[src/design/smf_params.svh]
// Operation
// one mono half-rate sample stream is grouped into 1024-sample superframes
// four 256-sample frames each get exactly one of four coding modes
// short transform frames go out as 256 samples plus 32 look-ahead
// double transform joins two frames into 512 samples plus 64 look-ahead
// double transform is legal only on frames 0-1 or frames 2-3
// full transform codes all four frames as 1024 samples plus 128 look-ahead
// predictive frames route their 256 samples to the speech encoder
// 512 stereo packet: fixed fields, total 80 to 320 bits, 16-bit steps
// 1024 stereo packet: fixed fields, total 160 to 640 bits
// every frame carries its own two-bit mode code
// a quadruplet breaking the grouping rules raises an error
`ifndef SMF_PARAMS_SVH
`define SMF_PARAMS_SVH

// ==========================================================
// stream geometry
`define SMF_SAMPLE_W      16
`define SMF_POS_LAST      10'h3FF
`define SMF_POS_FIRST     10'h000
`define SMF_FRM_LAST      8'hFF
`define SMF_FRM_FIRST     8'h00

// ==========================================================
// look-ahead lengths in samples
`define SMF_LA_SHORT      8'h20
`define SMF_LA_DOUBLE     8'h40
`define SMF_LA_FULL       8'h80
`define SMF_LA_NONE       8'h00

// ==========================================================
// stereo packet budgets
`define SMF_ST512_BASE    10'h050
`define SMF_ST1024_BASE   10'h0A0
`define SMF_ST512_MODE    3'h4
`define SMF_ST1024_MODE   3'h6
`define SMF_ST512_UNUSED  2'h2
`define SMF_ST1024_UNUSED 2'h3
`define SMF_ST_GAIN       4'h7
`define SMF_ST_HF_ISF     4'h9
`define SMF_ST_HF_GAIN    4'h7

// ==========================================================
// reset values
`define SMF_QUAD_RST      8'h00

`endif

[src/design/smf_pkg.sv]
package smf_pkg;

   // ==========================================================
   // per-frame coding mode, values are the transmitted codes
   typedef enum logic [1:0] {
      SMF_PRED   = 2'h0,
      SMF_SHORT  = 2'h1,
      SMF_DOUBLE = 2'h2,
      SMF_FULL   = 2'h3
   } smf_mode_e;

   // superframe phase, gray path start -> body -> start
   typedef enum logic [1:0] {
      SMF_ST_START = 2'h0,
      SMF_ST_BODY  = 2'h1
   } smf_state_e;

   // ==========================================================
   // one tagged output sample
   typedef struct packed {
      logic [15:0] data;
      logic [1:0]  frame;
      smf_mode_e   mode;
      logic        blk_first;
      logic        blk_last;
      logic        to_pred;
      logic        to_xform;
      logic        lookahead;
   } smf_sample_s;

   // stereo packet budget for one transform window
   typedef struct packed {
      logic [9:0] total;
      logic [2:0] mode_bits;
      logic [1:0] unused_bits;
      logic [3:0] gain_bits;
      logic [3:0] hf_isf_bits;
      logic [3:0] hf_gain_bits;
      logic       full;
   } smf_budget_s;

endpackage

[src/design/smf_framer.sv]
`timescale 1ns/100ps
`include "smf_params.svh"

module smf_framer
   import smf_pkg::*;
(
   input  wire logic          I_MCLK,
   input  wire logic          I_RST_N,
   input  wire logic          I_CE,
   input  wire logic          I_VALID,
   input  wire logic [15:0]   I_SAMPLE,
   input  wire logic [7:0]    I_MODE_QUAD,
   input  wire logic [3:0]    I_RATE_IDX,
   output logic               O_VALID,
   output smf_sample_s        O_SAMPLE,
   output logic               O_FRAME_STB,
   output smf_mode_e          O_FRAME_MODE,
   output logic               O_BUDGET_STB,
   output smf_budget_s        O_BUDGET,
   output logic               O_MODE_ERR
);

   // ==========================================================
   // decoding helpers

   // grouping check on a quadruplet, m0 in the low bits
   function automatic logic quad_legal(input logic [7:0] q);
      logic lo_ok;
      logic hi_ok;
      logic all_full;
      lo_ok    = (!q[1] && !q[3]) || (q[1:0] == SMF_DOUBLE &&
                  q[3:2] == SMF_DOUBLE);
      hi_ok    = (!q[5] && !q[7]) || (q[5:4] == SMF_DOUBLE &&
                  q[7:6] == SMF_DOUBLE);
      all_full = (q == {SMF_FULL, SMF_FULL, SMF_FULL, SMF_FULL});
      quad_legal = (lo_ok && hi_ok) || all_full;
   endfunction

   // mode of frame f within quadruplet q
   function automatic smf_mode_e mode_of(input logic [7:0] q,
                                         input logic [1:0] f);
      mode_of = smf_mode_e'(q[{f, 1'b0} +: 2]);
   endfunction

   // ==========================================================
   // state
   smf_state_e   state;
   smf_state_e   next_state;
   logic [9:0]   pos;
   logic [9:0]   next_pos;
   logic [7:0]   quad;
   logic [7:0]   next_quad;
   logic [7:0]   la_cnt;
   logic [7:0]   next_la_cnt;
   logic         ovalid;
   logic         next_ovalid;
   smf_sample_s  osample;
   smf_sample_s  next_osample;
   logic         fstb;
   logic         next_fstb;
   smf_mode_e    fmode;
   smf_mode_e    next_fmode;
   logic         bstb;
   logic         next_bstb;
   smf_budget_s  budget;
   smf_budget_s  next_budget;
   logic         err;
   logic         next_err;

   // ==========================================================
   // next-value logic: every accepted sample advances one position
   always_comb begin
      logic [7:0] cur_quad;
      logic [1:0] f;
      logic [7:0] q;
      smf_mode_e  m;
      logic       first;
      logic       last;
      cur_quad     = quad;
      f            = pos[9:8];
      q            = pos[7:0];
      m            = SMF_PRED;
      first        = 1'b0;
      last         = 1'b0;
      next_state   = state;
      next_pos     = pos;
      next_quad    = quad;
      next_la_cnt  = la_cnt;
      next_ovalid  = 1'b0;
      next_osample = osample;
      next_fstb    = 1'b0;
      next_fmode   = fmode;
      next_bstb    = 1'b0;
      next_budget  = budget;
      next_err     = 1'b0;
      if (I_VALID) begin
         // the quadruplet is sampled with the first sample of a superframe
         if (state == SMF_ST_START) begin
            // an illegal set is replaced by all-predictive so the
            // downstream encoders never see a broken grouping
            if (quad_legal(I_MODE_QUAD)) begin
               cur_quad = I_MODE_QUAD;
            end else begin
               cur_quad = `SMF_QUAD_RST;
               next_err = 1'b1;
            end
            next_quad  = cur_quad;
            next_state = SMF_ST_BODY;
         end
         m = mode_of(cur_quad, f);
         // block edges follow the mode's grouping
         case (m)
            SMF_DOUBLE: begin
               first = !f[0] && q == `SMF_FRM_FIRST;
               last  = f[0] && q == `SMF_FRM_LAST;
            end
            SMF_FULL: begin
               first = pos == `SMF_POS_FIRST;
               last  = pos == `SMF_POS_LAST;
            end
            default: begin
               first = q == `SMF_FRM_FIRST;
               last  = q == `SMF_FRM_LAST;
            end
         endcase
         next_ovalid            = 1'b1;
         next_osample.data      = I_SAMPLE;
         next_osample.frame     = f;
         next_osample.mode      = m;
         next_osample.blk_first = first;
         next_osample.blk_last  = last;
         next_osample.to_pred   = m == SMF_PRED;
         next_osample.to_xform  = m != SMF_PRED;
         // samples still inside the tail of the previous transform block
         next_osample.lookahead = la_cnt != `SMF_LA_NONE;
         if (la_cnt != `SMF_LA_NONE) begin
            next_la_cnt = la_cnt - 8'h01;
         end
         // a finished transform block opens its look-ahead window
         if (last) begin
            case (m)
               SMF_SHORT:  next_la_cnt = `SMF_LA_SHORT;
               SMF_DOUBLE: next_la_cnt = `SMF_LA_DOUBLE;
               SMF_FULL:   next_la_cnt = `SMF_LA_FULL;
               default:    next_la_cnt = next_la_cnt;
            endcase
         end
         // per-frame mode announcement
         if (q == `SMF_FRM_FIRST) begin
            next_fstb  = 1'b1;
            next_fmode = m;
         end
         // stereo budget for long windows, given at the block start
         if (first && m == SMF_DOUBLE) begin
            next_bstb                = 1'b1;
            next_budget.total        = `SMF_ST512_BASE +
                                       {2'h0, I_RATE_IDX, 4'h0};
            next_budget.mode_bits    = `SMF_ST512_MODE;
            next_budget.unused_bits  = `SMF_ST512_UNUSED;
            next_budget.gain_bits    = `SMF_ST_GAIN;
            next_budget.hf_isf_bits  = `SMF_ST_HF_ISF;
            next_budget.hf_gain_bits = `SMF_ST_HF_GAIN;
            next_budget.full         = 1'b0;
         end else if (first && m == SMF_FULL) begin
            next_bstb                = 1'b1;
            next_budget.total        = `SMF_ST1024_BASE +
                                       {1'h0, I_RATE_IDX, 5'h00};
            next_budget.mode_bits    = `SMF_ST1024_MODE;
            next_budget.unused_bits  = `SMF_ST1024_UNUSED;
            next_budget.gain_bits    = `SMF_ST_GAIN;
            next_budget.hf_isf_bits  = `SMF_ST_HF_ISF;
            next_budget.hf_gain_bits = `SMF_ST_HF_GAIN;
            next_budget.full         = 1'b1;
         end
         // 10-bit position wraps exactly after 1024 samples
         next_pos = pos + 10'h001;
         if (pos == `SMF_POS_LAST) begin
            next_state = SMF_ST_START;
         end
      end
   end

   // ==========================================================
   // registers; a low clock enable freezes everything, pulses included
   always_ff @(posedge I_MCLK or negedge I_RST_N) begin
      if (!I_RST_N) begin
         state   <= SMF_ST_START;
         pos     <= `SMF_POS_FIRST;
         quad    <= `SMF_QUAD_RST;
         la_cnt  <= `SMF_LA_NONE;
         ovalid  <= 1'b0;
         osample <= '0;
         fstb    <= 1'b0;
         fmode   <= SMF_PRED;
         bstb    <= 1'b0;
         budget  <= '0;
         err     <= 1'b0;
      end else if (I_CE) begin
         state   <= next_state;
         pos     <= next_pos;
         quad    <= next_quad;
         la_cnt  <= next_la_cnt;
         ovalid  <= next_ovalid;
         osample <= next_osample;
         fstb    <= next_fstb;
         fmode   <= next_fmode;
         bstb    <= next_bstb;
         budget  <= next_budget;
         err     <= next_err;
      end
   end

   // ==========================================================
   // outputs, all registered
   assign O_VALID      = ovalid;
   assign O_SAMPLE     = osample;
   assign O_FRAME_STB  = fstb;
   assign O_FRAME_MODE = fmode;
   assign O_BUDGET_STB = bstb;
   assign O_BUDGET     = budget;
   assign O_MODE_ERR   = err;

endmodule

[config.mk]
export PLATFORM = sky130hd
export DESIGN_NAME = smf_framer
export DESIGN_NICKNAME = d
export VERILOG_FILES = /design/src/design/smf_pkg.sv /design/src/design/smf_framer.sv
export VERILOG_INCLUDE_DIRS = /design/src /design/src/design
export SDC_FILE = /design/constraint.sdc
export NUM_CORES = 1
export LEC_CHECK = 0
export CAP_MARGIN = 30
export CORE_MARGIN = 5
export CORE_UTILIZATION = 60
export CTS_BUF_LIST = sky130_fd_sc_hd__clkbuf_8
export CTS_CLUSTER_DIAMETER = 120
export CTS_CLUSTER_SIZE = 40
export DETAILED_ROUTE_END_ITERATION = 8
export DONT_BUFFER_PORTS = 1
export PLACE_DENSITY = 0.76
export REMOVE_ABC_BUFFERS = 1
export SETUP_SLACK_MARGIN = 0.15
export SLEW_MARGIN = 10
export SYNTH_ARGS = -nofsm -noshare
export SYNTH_HDL_FRONTEND = slang
export SYNTH_SLANG_ARGS = --single-unit
[constraint.sdc]
create_clock -name I_MCLK -period 6.7 [get_ports I_MCLK]
set_clock_uncertainty 0.1 [all_clocks]
set_input_delay 2.01 -clock I_MCLK [delete_from_list [all_inputs] [get_ports I_MCLK]]
set_output_delay 2.01 -clock I_MCLK [all_outputs]
set_load 0.02 [all_outputs]
==> Word-level counts from Yosys, hierarchy flattened <==
Cells that the tools add are included.
{ "word_totals": {"register_bits": 87, "in_bits": 32, "output_inout_bits": 59, "word_cells": 91} }
{ "classes": {"addsub": 4, "eq_ne": 10, "n_shift": 1, "muxes": 23, "reduce_logical": 29} }
{ "ops": {"columns": ["op", "n"], "rows": [
  ["$mux 28", 2],
  ["$mux 8", 5],
  ["$pmux 8 s3", 1],
  ["$eq 8x8->1 const B", 2],
  ["$eq 2x2->1 const B", 6],
  ["$mux 1", 11],
  ["$add 10x1->10 const B", 1],
  ["$add 8x9->10 const A", 1],
  ["$eq 10x10->1 const B", 1],
  ["$logic_not 10->1", 1],
  ["$add 7x8->9 const A", 1],
  ["$logic_and 1x1->1", 9],
  ["$reduce_and 3->1", 3],
  ["$logic_not 8->1", 1],
  ["$reduce_bool 8->1", 1],
  ["$shiftx 8x4->2", 1],
  ["$sub 8x1->8 const B", 1],
  ["$reduce_bool 2->1", 3],
  ["$logic_not 1->1", 5],
  ["$logic_not 2->1", 2],
  ["$mux 2", 2],
  ["$pmux 1 s2", 2],
  ["$logic_or 1x1->1", 3],
  ["$eq 2x1->1 const B", 1],
  ["$reduce_and 2->1", 1]
]} }

==> Depth between registers and ports, before layout <==
{ "logic_depth": {"word_depth": 16, "ltp_mapped": 11} }

==> Least setup slack after synthesis <==
OpenSTA, ideal clock, no wires.
{ "synth_path": {"kind": "input-to-reg", "startpoint": "input port I_MODE_QUAD[6]", "endpoint": "register la_cnt[7]", "setup_time_ns": 0.126, "arrival_ns": 3.710, "path_slack_ns": 2.764, "path_stages": 8, "path_buffers": 1, "cell_sequence": "and4bb_2 -> o22a_1 -> o211ai_1 -> and4b_1 -> buf_6 -> a211oi_4 -> nor4_4 -> a221o_1"} }
{ "synth_between": {"elab_chain_len": 13} }
{ "synth_lines": {"columns": ["element", "line_no", "text"], "rows": [
  ["start, declared", "smf_framer.sv:12", "input wire logic [7:0] I_MODE_QUAD,"],
  ["$eq 2x2->1", "smf_framer.sv:34", "q[7:6] == SMF_DOUBLE);"],
  ["$logic_and 1x1->1", "smf_framer.sv:33", "hi_ok = (!q[5] && !q[7]) || (q[5:4] == SMF_DOUBLE &&"],
  ["$logic_or 1x1->1", "smf_framer.sv:33", null],
  ["$logic_and 1x1->1", "smf_framer.sv:36", "quad_legal = (lo_ok && hi_ok) || all_full;"],
  ["$logic_or 1x1->1", "smf_framer.sv:36", null],
  ["$mux 8 (*)", "smf_framer.sv:101", "if (quad_legal(I_MODE_QUAD)) begin"],
  ["$mux 8 (*)", "smf_framer.sv:98", "if (state == SMF_ST_START) begin"],
  ["$mux 8 (*)", "smf_framer.sv:96", "if (I_VALID) begin"],
  ["$shiftx 8x4->2 (*)", "smf_framer.sv:42", "mode_of = smf_mode_e'(q[{f, 1'b0} +: 2]);"],
  ["$eq 2x2->1", "smf_framer.sv:112, smf_framer.sv:141", null],
  ["$pmux 1 s2", "smf_framer.sv:112", "case (m)"],
  ["$mux 1", "smf_framer.sv:96", null],
  ["$mux 8 (*)", "smf_framer.sv:140", "if (last) begin"],
  ["end signal, assigned", "smf_framer.sv:190", "la_cnt <= `SMF_LA_NONE;"],
  ["end signal, assigned", "smf_framer.sv:202", "la_cnt <= next_la_cnt;"],
  ["end, declared", "smf_framer.sv:53", "logic [7:0] la_cnt;"]
]} }
Mark *: on every way between the ends. The rest lies on a longest branch, timed or not. The select of a mux whose other input is x is not followed.
A chain may end at the register's enable or synchronous reset.

==> Final worst setup path <==
{ "layout_path": {"startpoint": "input port I_MODE_QUAD[6]", "endpoint": "register la_cnt[4]"} }
Same word-level chain as after synthesis.

==> key figures <==
STA
  – RSZ-0062 raised after global routing: no
  – Hold Violations, Final: 0
  – Post-layout min period: 3.98 ns
  – Final slew viol count: 0
  – Part of the cycle the worst path needs: between 50% and 60%
  – Measured slew at the worst slew-check pin: 0.954 ns
  – Setup-failing EPs final: 0
  – TNS Setup: 0 ns
  – Max_slew headroom: 36.4%
  – Max Fclk: 0.252 GHz

CTS
  – PostCTS Resize Cnt: 0
  – TritonCTS Buffers: 9
  – Worst-Skew Late Latency: about 0.34 ns
  – CTS tree: built
  – CTS sink count: 66
  – CTS Root Cell: clkbuf_8
  – Setup bufs post-CTS: 0
  – Hold-fix buffers at CTS: 0
  – H-Tree Depth: 3
  – Buffer depth of the longest clock path: 2
  – CTS clk-pin slew, worst paths: around 0.070 ns

Critical path
  – Crit-path max cell delay: between 0.6 and 0.7 ns
  – Worst Path Required: 6.87 ns
  – CP Data Arrival Time: a little over 4 ns
  – Critical Path Source Type: input pin
  – Critical-path top delay cell: and4b_1
  – CP delay by family, top: simple AND/OR/NAND/NOR gates
  – Worst path bufs/invs: 0
  – Max FO, Critical Path: 15
  – Worst Setup End Kind: register
  – Worst path cell trace: and4bb_2, o22a_1, o211ai_1, and4b_1, a211oi_4, nor4_4, a32o_1
  – Critical path class: in -> reg

Floorplanning
  – Starting Density: 61.8%
  – Die width: approximately 86 microns
  – Site row count: 27
  – I/O pins: 91
  – Die area: 0.00732 sq mm
  – Core area: roughly 0.0055 sq mm
  – Height of the chip: approximately 86 microns

Place
  – Port Buffer Count: 0
  – Routability cong.: about 0.91
  – Detail Placement HPWL: slightly below 5000 microns
  – Post-Place Cells: between 400 and 500

Cells and area
  – N_diodes: 0
  – Layout cell share with drive strength beyond 1: 8.17%
  – Fin nets: 387
  – Cell Count, Final, Fillers Out: 427
  – Layout area overhead: 3.51%

Synth
  – Avg Synthesized Cell Area: 9.28 sq um
  – Post-synthesis cell count: 369
  – Largest cells by area after synthesis: dfrtp_1, nand2_1, buf_4, a22o_1, nor2_1
  – Mapped Area: 0.00342 sq mm
  – Share of the synthesized area in the top cell type: 48.2%
  – Top-count cell post-synth: nand2_1
  – Unique masters post-synth: roughly 60
  – FFs w/ async S/R, synth: 100%
  – Synth area leader: dfrtp_1
  – Post-synth EDFFs: 0
  – Yosys warnings: 0
  – Top FF cell, synth: dfrtp_1
  – Yosys reg bits: 66
  – Post-synth top cells: nand2_1, dfrtp_1, buf_4
  – Seq/Total Area, Yosys: 48.2%

Drt
  – Via Count: around 2600
  – Final wirelength: 7090 microns
  – DRT iter0 DRCs: 205
  – Met1 wire length: 2980 microns
  – Antenna Nets Post-Route: 0
  – Avg Vias per Cell: 5.97
  – Detailed Routing Iterations Pass 1: 4
  – Top layer in use: met4
  – # DRC: 0
  – Routed WL per cell: roughly 17 microns
  – Met2 WL: ~3400 microns
  – WL met3: 650 microns

Power
  – Leakage: 1.69 nW
  – Design Power: 1.06 mW
  – Max VDD drop: 230 uV
  – PD cells: 300 mW/mm^2

Global routing
  – Pin count of the biggest net entering global routing: 67
  – Antenna violations before repair: 0
  – GRT Total Usage: 20.9%
  – Congestion Overflow GR: 0
  – First-pass GRT wire length: 12300 microns
  – Vias in the first global route: 2606

Flow run
  – Max_cap viols: 0

Outcome
  – Status: finished, final reports clean

Min path
  – Worst Hold Class: reg -> reg
## logic make-up (layout without fill, tap and decap cells)
logic type / count (synthesis) / after routing / synth area share (%)
AO/OA/AOI/OAI: 69 / 69 / 14.5
XOR/XNOR: 8 / 8 / 2.05
adder cells (fa/ha/maj): 5 / 5 / 1.83
buffers and inverters: 51 / 29 / 8.51
flip-flops: 66 / 66 / 48.2
multiplexers: 6 / 6 / 2.16
other: 1 / 9 / 0.110
AND/OR/NAND/NOR: 163 / 163 / 22.7
## worst register-to-register path: stages, from the launching register on
cell	delay, ns
dfrtp_1	0.74
mux2i_1	0.19
o32ai_1	0.27
o211ai_1	0.11
and4b_1	0.43
a211oi_4	0.52
nor4_4	0.14
a221o_1	0.33
## registers in the layout (all words and copies together) (netlist names)
signal,cells
O_SAMPLE,25
pos,10
O_BUDGET,8
la_cnt,8
quad,8
O_FRAME_MODE,2
O_BUDGET_STB,1
O_FRAME_STB,1
O_MODE_ERR,1
O_VALID,1
state,1
## layout make-up
cell class	instances	area [sq um]
multi-input combinational	260	1510
timing repair buffer	2	15.0
clock buffer	10	138
inverter	11	41.3
tap	72	90.1
clock inverter	6	96.3
sequential	66	1650
fill	456	2000
## per-layer routing
layer,vias to the layer above,GRT usage (%)
met3,9,6.92
li1,1209,-
met5,-,0
met4,0,8.20
met2,100,32.7
met1,1233,27.1
## layout by cell type, fill, tap and decap left out, drive strengths merged, types with 3 or more instances in the layout
master	count
o31ai	8
mux2i	4
nand3	9
nor2	20
inv	14
clkbuf	10
a211oi	3
nand4	5
a31oi	5
ha	5
a21o	3
a22o	9
o21ai	18
and3	4
nand2	94
dfrtp	66
nand2b	3
and2	5
xnor2	6
a21oi	5
nor3	5
nor4	4
conb	9
## where the power goes
| part | internal (mW) | switching, mW | leakage, nW |
|---|---|---|---|
| Sequential | 0.455 | 0.0914 | 0.851 |
| Combinational | 0.0622 | 0.0713 | 0.726 |
| Clock | 0.225 | 0.160 | 0.115 |
## per-stage QoR
step	area [sq um]	setup WS, ns	hold slack (ns)	util [%]
after floorplan	3200	2.63	0.350	-
after global placement	3310	2.47	0.374	59.8
after detailed placement	3310	2.37	0.382	59.8
after CTS	3540	2.75	0.399	64.0
after global routing	3540	2.56	0.416	64.0
final	3540	2.72	0.398	64.0
## final timing paths
kind | from | endpoint | slack, ns | cells after the start
setup / recovery | I_MODE_QUAD[6] | la_cnt[4]$_DFFE_PN0P_ | 2.72 | 7
hold / removal | quad[6]$_DFFE_PN0P_ | quad[6]$_DFFE_PN0P_ | 0.40 | 2
setup reg to reg | pos[8]$_DFFE_PN0P_ | la_cnt[7]$_DFFE_PN0P_ | 3.76 | 7
hold reg to reg | quad[6]$_DFFE_PN0P_ | quad[6]$_DFFE_PN0P_ | 0.40 | 2
max in group asynchronous | I_RST_N | O_SAMPLE[8]$_DFFE_PN0P_ | 5.12 | 0
min in group asynchronous | I_RST_N | quad[5]$_DFFE_PN0P_ | 1.26 | 0
Note: power is estimated with default switching activity, not from simulation.
